<file path="config.mk">
export PLATFORM = sky130hd
export DESIGN_NAME = wlc_top
export DESIGN_NICKNAME = d
export VERILOG_FILES = /design/src/wlc_pkg.sv /design/src/wlc_top.sv /design/src/wlc_sync.sv
export SDC_FILE = /design/constraint.sdc
export NUM_CORES = 1
export LEC_CHECK = 0
export ABC_AREA = 1
export BUFFER_PORTS_ARGS = -buffer_cell sky130_fd_sc_hd__buf_2
export CORE_ASPECT_RATIO = 1.25
export CORE_UTILIZATION = 57
export CTS_BUF_LIST = sky130_fd_sc_hd__clkbuf_8 sky130_fd_sc_hd__clkbuf_16
export CTS_CLUSTER_DIAMETER = 50
export CTS_CLUSTER_SIZE = 12
export DETAILED_ROUTE_END_ITERATION = 12
export PLACE_DENSITY = 0.8
export SYNTH_ARGS = -nofsm -noshare
export SYNTH_HDL_FRONTEND = slang
export SYNTH_SLANG_ARGS = --single-unit
export TNS_END_PERCENT = 5
</file>
<file path="constraint.sdc">
create_clock -name clk_sys -period 2 [get_ports clk_sys]
set_input_delay 0.2 -clock clk_sys [delete_from_list [all_inputs] [get_ports clk_sys]]
set_output_delay 0.2 -clock clk_sys [all_outputs]
set_load 0.02 [all_outputs]
</file>
<file path="src/wlc_pkg.sv">
// register map, field layout and reset values of the wake line controller
// assumes a 32-bit apb slave port with byte addresses on paddr
package wlc_pkg;
    localparam int ADDR_W = 12;
    localparam logic [11:0] OFS_RISE = 12'h000;
    localparam logic [11:0] OFS_FALL = 12'h004;
    localparam logic [11:0] OFS_PEND = 12'h008;
    localparam logic [11:0] OFS_SEL_LO = 12'h050;
    localparam logic [11:0] OFS_SEL_HI = 12'h054;
    localparam logic [11:0] OFS_IMASK = 12'h070;
    localparam logic [11:0] OFS_EMASK = 12'h074;

    localparam logic [31:0] RST_RISE = 32'h00000000;
    localparam logic [31:0] RST_FALL = 32'h00000000;
    localparam logic [31:0] RST_PEND = 32'h00000000;
    localparam logic [31:0] RST_SEL = 32'h00000000;
    localparam logic [31:0] RST_IMASK = 32'hefc00000;
    localparam logic [31:0] RST_EMASK = 32'h00000000;

    // writable bits of the rise, fall, select and mask registers, the rest read zero; DIRECT_BITS marks the direct lines with a source
    localparam logic [31:0] CFG_BITS = 32'h0003ffff;
    localparam logic [31:0] MASK_BITS = 32'hefc3ffff;
    localparam logic [31:0] DIRECT_BITS = 32'hefc00000;
    localparam logic [31:0] SEL_BITS = 32'h77777777;

    localparam int CFG_LINES = 18;
    localparam int GPIO_LINES = 16;
    localparam int DIR_LINES = 10;
    localparam int DIR_FIRST = 22;
    localparam int SEL_PITCH = 4;
    localparam int SEL_FIELDS = 8;
    localparam int SYNC_W = 5 * GPIO_LINES + 2 + DIR_LINES;

    // port selection codes
    localparam logic [2:0] PORT_A = 3'h0;
    localparam logic [2:0] PORT_B = 3'h1;
    localparam logic [2:0] PORT_C = 3'h2;
    localparam logic [2:0] PORT_D = 3'h3;
    localparam logic [2:0] PORT_F = 3'h5;
    // highest lines that accept port d and port f, and the line without port c
    localparam int LAST_D_LINE = 5;
    localparam int LAST_F_LINE = 2;
    localparam int NO_C_LINE = 14;
endpackage

</file>
<file path="src/wlc_top.sv">
// wake line controller: edge detect, pending flags, wake masks, event out
// assumes apb master on clk_sys; pins and direct lines arrive asynchronously
//
// The APB register port was decided locally.
`timescale 1ns/10ps
module wlc_top (
    input wire logic clk_sys,
    input wire logic arst_n,
    input wire logic psel,
    input wire logic penable,
    input wire logic pwrite,
    input wire logic [11:0] paddr,
    input wire logic [31:0] pwdata,
    output logic [31:0] prdata,
    output logic pready,
    output logic pslverr,
    input wire logic [15:0] port_a_pins,
    input wire logic [15:0] port_b_pins,
    input wire logic [15:0] port_c_pins,
    input wire logic [15:0] port_d_pins,
    input wire logic [15:0] port_f_pins,
    input wire logic [1:0] comparator_out,
    input wire logic [9:0] direct_wake_req,
    output logic [17:0] line_irq,
    output logic cpu_event,
    output logic cpu_wake,
    output logic [15:0] mux_out
);
    typedef struct packed {
        logic [17:0] rise;
        logic [17:0] fall;
        logic [17:0] pend;
        logic [31:0] sel_lo;
        logic [31:0] sel_hi;
        logic [31:0] imask;
        logic [31:0] emask;
        logic [17:0] samp;
        logic [31:0] dir_prev;
        logic [31:0] rdata;
        logic ready;
        logic slverr;
        logic evt;
        logic wake;
    } wlc_state_t;

    wlc_state_t st_reg;
    wlc_state_t st_next;

    logic [wlc_pkg::SYNC_W-1:0] sync_q;
    logic [17:0] cur_lvl;
    logic [31:0] dir_lvl;
    logic [17:0] cfg_edge;
    logic [17:0] pend_set;
    logic [17:0] pend_clr;
    logic evt_req;
    logic wake_req;
    logic setup_ph;
    logic access_ph;

    // every outside level is synchronised before any logic looks at it
    wlc_sync #(
        .W(wlc_pkg::SYNC_W)
    ) u_sync (
        .clk_sys(clk_sys),
        .arst_n(arst_n),
        .d({direct_wake_req, comparator_out, port_f_pins, port_d_pins,
            port_c_pins, port_b_pins, port_a_pins}),
        .q(sync_q)
    );

    // reserved or unsupported codes pick a constant low, so no false edges
    function automatic logic mux_pick(input logic [2:0] code, input int line,
                                      input logic [4:0] pins);
        logic bit_out;
        bit_out = 1'b0;
        unique case (code)
            wlc_pkg::PORT_A: bit_out = pins[0];
            wlc_pkg::PORT_B: bit_out = pins[1];
            wlc_pkg::PORT_C: bit_out = (line != wlc_pkg::NO_C_LINE) & pins[2];
            wlc_pkg::PORT_D: bit_out = (line <= wlc_pkg::LAST_D_LINE) & pins[3];
            wlc_pkg::PORT_F: bit_out = (line <= wlc_pkg::LAST_F_LINE) & pins[4];
            default: bit_out = 1'b0;
        endcase
        return bit_out;
    endfunction

    function automatic logic [2:0] sel_field(input logic [31:0] word, input int idx);
        return word[idx * wlc_pkg::SEL_PITCH +: 3];
    endfunction

    function automatic logic [31:0] read_word(input logic [11:0] addr,
                                              input wlc_state_t s);
        logic [31:0] w;
        w = 32'h00000000;
        unique case (addr)
            wlc_pkg::OFS_RISE: w = {14'h0000, s.rise};
            wlc_pkg::OFS_FALL: w = {14'h0000, s.fall};
            wlc_pkg::OFS_PEND: w = {14'h0000, s.pend};
            wlc_pkg::OFS_SEL_LO: w = s.sel_lo;
            wlc_pkg::OFS_SEL_HI: w = s.sel_hi;
            wlc_pkg::OFS_IMASK: w = s.imask;
            wlc_pkg::OFS_EMASK: w = s.emask;
            default: w = 32'h00000000;
        endcase
        return w;
    endfunction

    function automatic logic addr_hit(input logic [11:0] addr);
        return (addr == wlc_pkg::OFS_RISE) || (addr == wlc_pkg::OFS_FALL) ||
               (addr == wlc_pkg::OFS_PEND) || (addr == wlc_pkg::OFS_SEL_LO) ||
               (addr == wlc_pkg::OFS_SEL_HI) || (addr == wlc_pkg::OFS_IMASK) ||
               (addr == wlc_pkg::OFS_EMASK);
    endfunction

    // gpio mux, one per line, over the synchronised pins
    genvar gi;
    generate
        for (gi = 0; gi < wlc_pkg::GPIO_LINES; gi++) begin : g_mux
            logic [2:0] code;
            assign code = (gi < wlc_pkg::SEL_FIELDS) ? sel_field(st_reg.sel_lo, gi)
                                                     : sel_field(st_reg.sel_hi,
                                                                 gi - wlc_pkg::SEL_FIELDS);
            assign cur_lvl[gi] = mux_pick(code, gi, {sync_q[64 + gi], sync_q[48 + gi],
                                                    sync_q[32 + gi], sync_q[16 + gi],
                                                    sync_q[gi]});
        end
    endgenerate
    assign cur_lvl[17:16] = sync_q[81:80];
    // line 28 has no source; masking keeps it out of every path
    assign dir_lvl = {sync_q[91:82], 22'h000000} & wlc_pkg::DIRECT_BITS;

    // an unselected direction can never fire, so the select bits enable the line
    assign cfg_edge = (st_reg.rise & cur_lvl & ~st_reg.samp) |
                      (st_reg.fall & ~cur_lvl & st_reg.samp);
    assign pend_set = cfg_edge & st_reg.imask[17:0];
    assign evt_req = |(cfg_edge & st_reg.emask[17:0]) |
                     |(dir_lvl & ~st_reg.dir_prev & st_reg.emask);
    assign wake_req = |(cfg_edge & (st_reg.emask[17:0] | st_reg.imask[17:0])) |
                      |(dir_lvl & (st_reg.emask | st_reg.imask));

    assign setup_ph = psel & ~penable;
    assign access_ph = psel & penable & st_reg.ready;
    assign pend_clr = (access_ph && pwrite && paddr == wlc_pkg::OFS_PEND) ?
                      pwdata[17:0] : 18'h00000;

    always_comb begin
        st_next = st_reg;
        st_next.samp = cur_lvl;
        st_next.dir_prev = dir_lvl;
        // a new edge in the clearing cycle wins over the clear
        st_next.pend = (st_reg.pend & ~pend_clr) | pend_set;
        st_next.evt = evt_req;
        st_next.wake = wake_req;
        st_next.ready = setup_ph;
        // error flag lives only for the answer cycle, so pslverr needs no gate
        st_next.slverr = setup_ph & ~addr_hit(paddr);
        if (setup_ph) begin
            st_next.rdata = read_word(paddr, st_reg);
        end
        if (access_ph && pwrite) begin
            unique case (paddr)
                wlc_pkg::OFS_RISE: st_next.rise = pwdata[17:0];
                wlc_pkg::OFS_FALL: st_next.fall = pwdata[17:0];
                wlc_pkg::OFS_SEL_LO: st_next.sel_lo = pwdata & wlc_pkg::SEL_BITS;
                wlc_pkg::OFS_SEL_HI: st_next.sel_hi = pwdata & wlc_pkg::SEL_BITS;
                wlc_pkg::OFS_IMASK: st_next.imask = pwdata & wlc_pkg::MASK_BITS;
                wlc_pkg::OFS_EMASK: st_next.emask = pwdata & wlc_pkg::MASK_BITS;
                default: st_next.rise = st_reg.rise;
            endcase
        end
    end

    always_ff @(posedge clk_sys or negedge arst_n) begin
        if (!arst_n) begin
            st_reg.rise <= wlc_pkg::RST_RISE[17:0];
            st_reg.fall <= wlc_pkg::RST_FALL[17:0];
            st_reg.pend <= wlc_pkg::RST_PEND[17:0];
            st_reg.sel_lo <= wlc_pkg::RST_SEL;
            st_reg.sel_hi <= wlc_pkg::RST_SEL;
            st_reg.imask <= wlc_pkg::RST_IMASK;
            st_reg.emask <= wlc_pkg::RST_EMASK;
            st_reg.samp <= 18'h00000;
            st_reg.dir_prev <= 32'h00000000;
            st_reg.rdata <= 32'h00000000;
            st_reg.ready <= 1'b0;
            st_reg.slverr <= 1'b0;
            st_reg.evt <= 1'b0;
            st_reg.wake <= 1'b0;
        end else begin
            st_reg <= st_next;
        end
    end

    assign prdata = st_reg.rdata;
    assign pready = st_reg.ready;
    assign pslverr = st_reg.slverr;
    assign line_irq = st_reg.pend;
    assign cpu_event = st_reg.evt;
    assign cpu_wake = st_reg.wake;
    assign mux_out = st_reg.samp[15:0];

    logic wr_pend;
    assign wr_pend = access_ph & pwrite & (paddr == wlc_pkg::OFS_PEND);
endmodule

</file>
<file path="src/wlc_sync.sv">
// two-stage synchroniser for a vector of asynchronous levels
// assumes every bit is a slow level; no bus coherency between bits
`timescale 1ns/10ps
module wlc_sync #(
    parameter int W = 1
) (
    input wire logic clk_sys,
    input wire logic arst_n,
    input wire logic [W-1:0] d,
    output logic [W-1:0] q
);
    typedef struct packed {
        logic [W-1:0] meta;
        logic [W-1:0] stable;
    } wlc_sync_st_t;

    wlc_sync_st_t st_reg;
    wlc_sync_st_t st_next;

    always_comb begin
        st_next = st_reg;
        st_next.meta = d;
        st_next.stable = st_reg.meta;
    end

    always_ff @(posedge clk_sys or negedge arst_n) begin
        if (!arst_n) begin
            st_reg <= '0;
        end else begin
            st_reg <= st_next;
        end
    end

    assign q = st_reg.stable;
endmodule

</file>
==> summary.md <==
| Metric | Value |
|---|---|
| Clock sink total | about 350 |
| Max_cap viols | 0 |
| Number of synthesized flops with an enable pin | 0 |
| Via count of the first global-routing pass | around 12,000 |
| Layout cell share with drive strength beyond 1 | 0.170 |
| Sum of negative setup slack | 0 ps |
| Arrival time of data at the critical path endpoint | between 2000 and 2500 ps |
| Mean instance size in the synthesized netlist | slightly above 9 um2 |
| Most used cell along the critical path | nand2_1 |
| Number of antenna violations at the first check in global routing | 0 |
| Number of unique standard cell types used by synthesis | 37 |
| Setup clock skew after layout | 24.7 ps |
| Count of boundary I/O pins | around 210 |
| Pin slew with the least headroom to its limit | roughly 530 ps |
| Crit. End Element | register |
| Die Outline Area | 25,800 um2 |
| Initial core utilization | 0.583 |
| Slowest stage cell, crit path | dfrtp_1 |
| Worst Hold End | st_reg[265]$_DFFE_PN0P_ |
| Critical path, cell by cell | inv_1, nor2_1, nor2_1, nand3_1, nand2_1, nand2_1, nand3_1, nand2_1, nor2_1, nand2_1, nand3b_1 |
| Max FFs per register | roughly 100 |
| Net count reported at finish | 1,906 |
| Buffers inserted by post-CTS timing repair | 0 |
| Startpoint of the tightest hold check path | pwdata[15] |
| Total wire length | ~37,000 um |
| Post-DR wirelength/cell | 17.7 um |
| Total iterations of the first detailed-routing run | 5 |
| Ratio of routed vias to standard cells | approximately 5.4 |
| Reg2reg end | cpu_event$_DFF_PN0_ |
| Sequential area share after synthesis | 0.615 |
| Buffers from clock root to sink, at most | 3 |
| RSZ-0062 raised after global routing | false |
| Number of endpoints with negative hold slack in the final report | 0 |
| Run status | finished, final reports clean |
| Worst setup path class | register to register |
| Register bit count reported by yosys | about 350 |
| Core box area | roughly 25,000 um2 |
| Critical Path Source Type | register |
| Remaining number of nets flagged by the antenna check after routing | 0 |
| Relative area change from synthesis to final layout | 20.1% |
| Final period utilization | 0.927 |
| Clock latency on the worst-skew pair | 520 ps |
| Number of port buffers | ~180 |
| Setup slack on the worst flop-to-flop path | 150 ps |
| Maximum single-stage delay on the critical path | roughly 380 ps |
| Via count | 11,400 |
| H-tree levels | 2 |
| Layout Cells excl Fill | around 2,100 |
| Die height | about 180 um |
| Number of core rows | between 60 and 70 |
| Total non-filler cell area in the finished layout | 17,200 um2 |
| Final Hold Slack | ~10 ps |
| Standby leakage power | between 8 and 9 nW |
| DR DRC count | 0 |
| Horizontal die dimension | around 140 um |
| CTS clk-pin slew, worst paths | around 60 ps |
| Worst Reg2Reg Path Length in Cells | 11 |
| Synth warnings | 0 |
| First-pass GRT wire length | about 59,000 um |
| Post-Place Cells | a little under 2,000 |
| Clock tree from TritonCTS | built |
| Max Clock Freq | 539 MHz |
| Total standard cell area after synthesis | approximately 14,000 um2 |
| Final period demand of the worst path | between 1500 and 2000 ps |
| Detailed-placement wirelength estimate | approximately 25,000 um |
| Root Driver | clkbuf_16 |
| Share of flip-flops with an asynchronous set or reset after synthesis | 1.00 |
| Hold crit path type | input pin to register |
| Max FO, Critical Path | 4 |
| Most used DFF post-synth | dfrtp_1 |
| Number of buffers inserted during clock tree synthesis | 36 |
| Most common library cell in the layout ignoring fill and taps | nand2_1 |
| Max-slew violation count | 0 |
| Worst reg2reg startpoint | g_mux[10].code[0]$_DFFE_PN0P_ |
| Total overflow reported by the global router | 0 |
| Most frequent cells in the layout | nand2_1 (443), dfrtp_1 (343), buf_2 (182), inv_1 (162), o21ai_0 (135) |
| Total setup violations reported at the end of the flow | 0 |
| Power density of the placed cells | between 800 and 900 nW/um2 |
| Critical path required time | between 2000 and 2500 ps |
| Post-Place Cell Area | approximately 15,000 um2 |
| Synth Net Count | around 1,700 |
| Global router's overall resource usage | 0.304 |
| GP Congestion | 0.890 |
| DRC marker count from the first detailed-route iteration | between 900 and 1,000 |
| Maximum number of pins on one net before global-route repair | 63 |
| Headroom to the max-slew limit | 0.649 |
| Highest ir drop seen on vdd | between 0.0006 and 0.0007 V |
| Count of cells along the worst hold path | 3 |
| Cell count after synthesis | 1,537 |
-- synth_stat cells (2+ instances only) --
library cell,number,area share
o21ai_1,57,0.020
nand2_2,8,0.0035
nor2_2,2,0.00087
nand2_1,443,0.12
nor2_1,72,0.019
dfrtp_1,343,0.60
buf_4,68,0.036
nor3_1,11,0.0038
o22ai_1,18,0.0079
nand4_1,16,0.0070
buf_2,9,0.0031
nand3b_1,17,0.0089
or2_2,2,0.00087
nor2_4,6,0.0047
a21oi_1,10,0.0035
o211ai_1,2,0.0010
a211oi_1,4,0.0021
nand3_1,106,0.037
inv_2,5,0.0013
dfstp_2,9,0.016
buf_6,11,0.0086
inv_1,148,0.039
clkbuf_1,21,0.0055
nand3_2,2,0.0014
o21ai_0,135,0.047
-- metal layers --
metal / global-route usage / part of all wire / routed length, um
met5: 0 / 0 / 0
met2: 0.514 / 0.49 / 18500
met1: 0.357 / 0.37 / 13700
met4: 0.198 / 0.066 / 2490
met3: 0.0539 / 0.075 / 2790
-- layout make-up --
type,count,area [um2]
Inverter,154,579
Clock buffer,38,951
Multi-Input combinational cell,921,4190
Tap cell,330,413
Sequential cell,352,8820
Clock inverter,19,120
Antenna cell,1,2.50
Timing Repair Buffer,300,2140
Fill cell,1820,7360
-- stage by stage --
step	power, mW	setup slack [ps]	utilization
after global routing	14.7	40.9	0.700
after detailed placement	8.06	33.7	0.624
final	14.2	146	0.700
after CTS	14.3	162	0.700
after global placement	8.04	81.6	0.624
after floorplan	7.67	498	-
-- worst max path at each step --
stage | slack, ps | depth (start not counted) | end | from
finish | 150 | 11 | cpu_event$_DFF_PN0_ | g_mux[10].code[0]$_DFFE_PN0P_
global route | 40 | 12 | cpu_wake$_DFF_PN0_ | g_mux[5].code[0]$_DFFE_PN0P_
CTS | 160 | 12 | cpu_wake$_DFF_PN0_ | g_mux[5].code[0]$_DFFE_PN0P_
detailed placement | 30 | 9 | g_mux[13].code[1]$_DFFE_PN0P_ | paddr[11]
global placement | 80 | 9 | g_mux[12].code[0]$_DFFE_PN0P_ | paddr[11]
floorplan | 500 | 6 | st_reg[237]$_DFFE_PN0P_ | pready$_DFF_PN0_
-- where the power goes --
| part | total, mW | internal, mW | switching (mW) | leakage, nW |
|---|---|---|---|---|
| registers | 7.36 | 7.29 | 0.0652 | 4.42 |
| clock network | 6.16 | 3.53 | 2.63 | 0.572 |
| logic | 0.699 | 0.280 | 0.419 | 3.53 |
| total | 14.2 | 11.1 | 3.11 | 8.52 |
-- logic make-up (layout without fill, tap and decap cells) --
logic type,Yosys count,count (layout),share of synthesized area
compound gates,230,230,0.0837
other cells,1,2,0.000261
buf+inv,264,511,0.0935
flops,352,352,0.615
simple gates,690,690,0.208
-- worst max-delay path: cells and delay by family, from the launching register on --
family / cells / cell delay (ps)
simple gates: 10 / 1180
flops: 1 / 380
buf+inv: 1 / 130
-- what timing repair did --
action | 4_1_cts | 5_1_grt
endpoints found under the hold margin | 138 | 0
resized for setup | 0 | 1
hold buffers | 81 | 0
endpoints found under the setup margin | 0 | 1
Power figures use the tool's default switching activity.
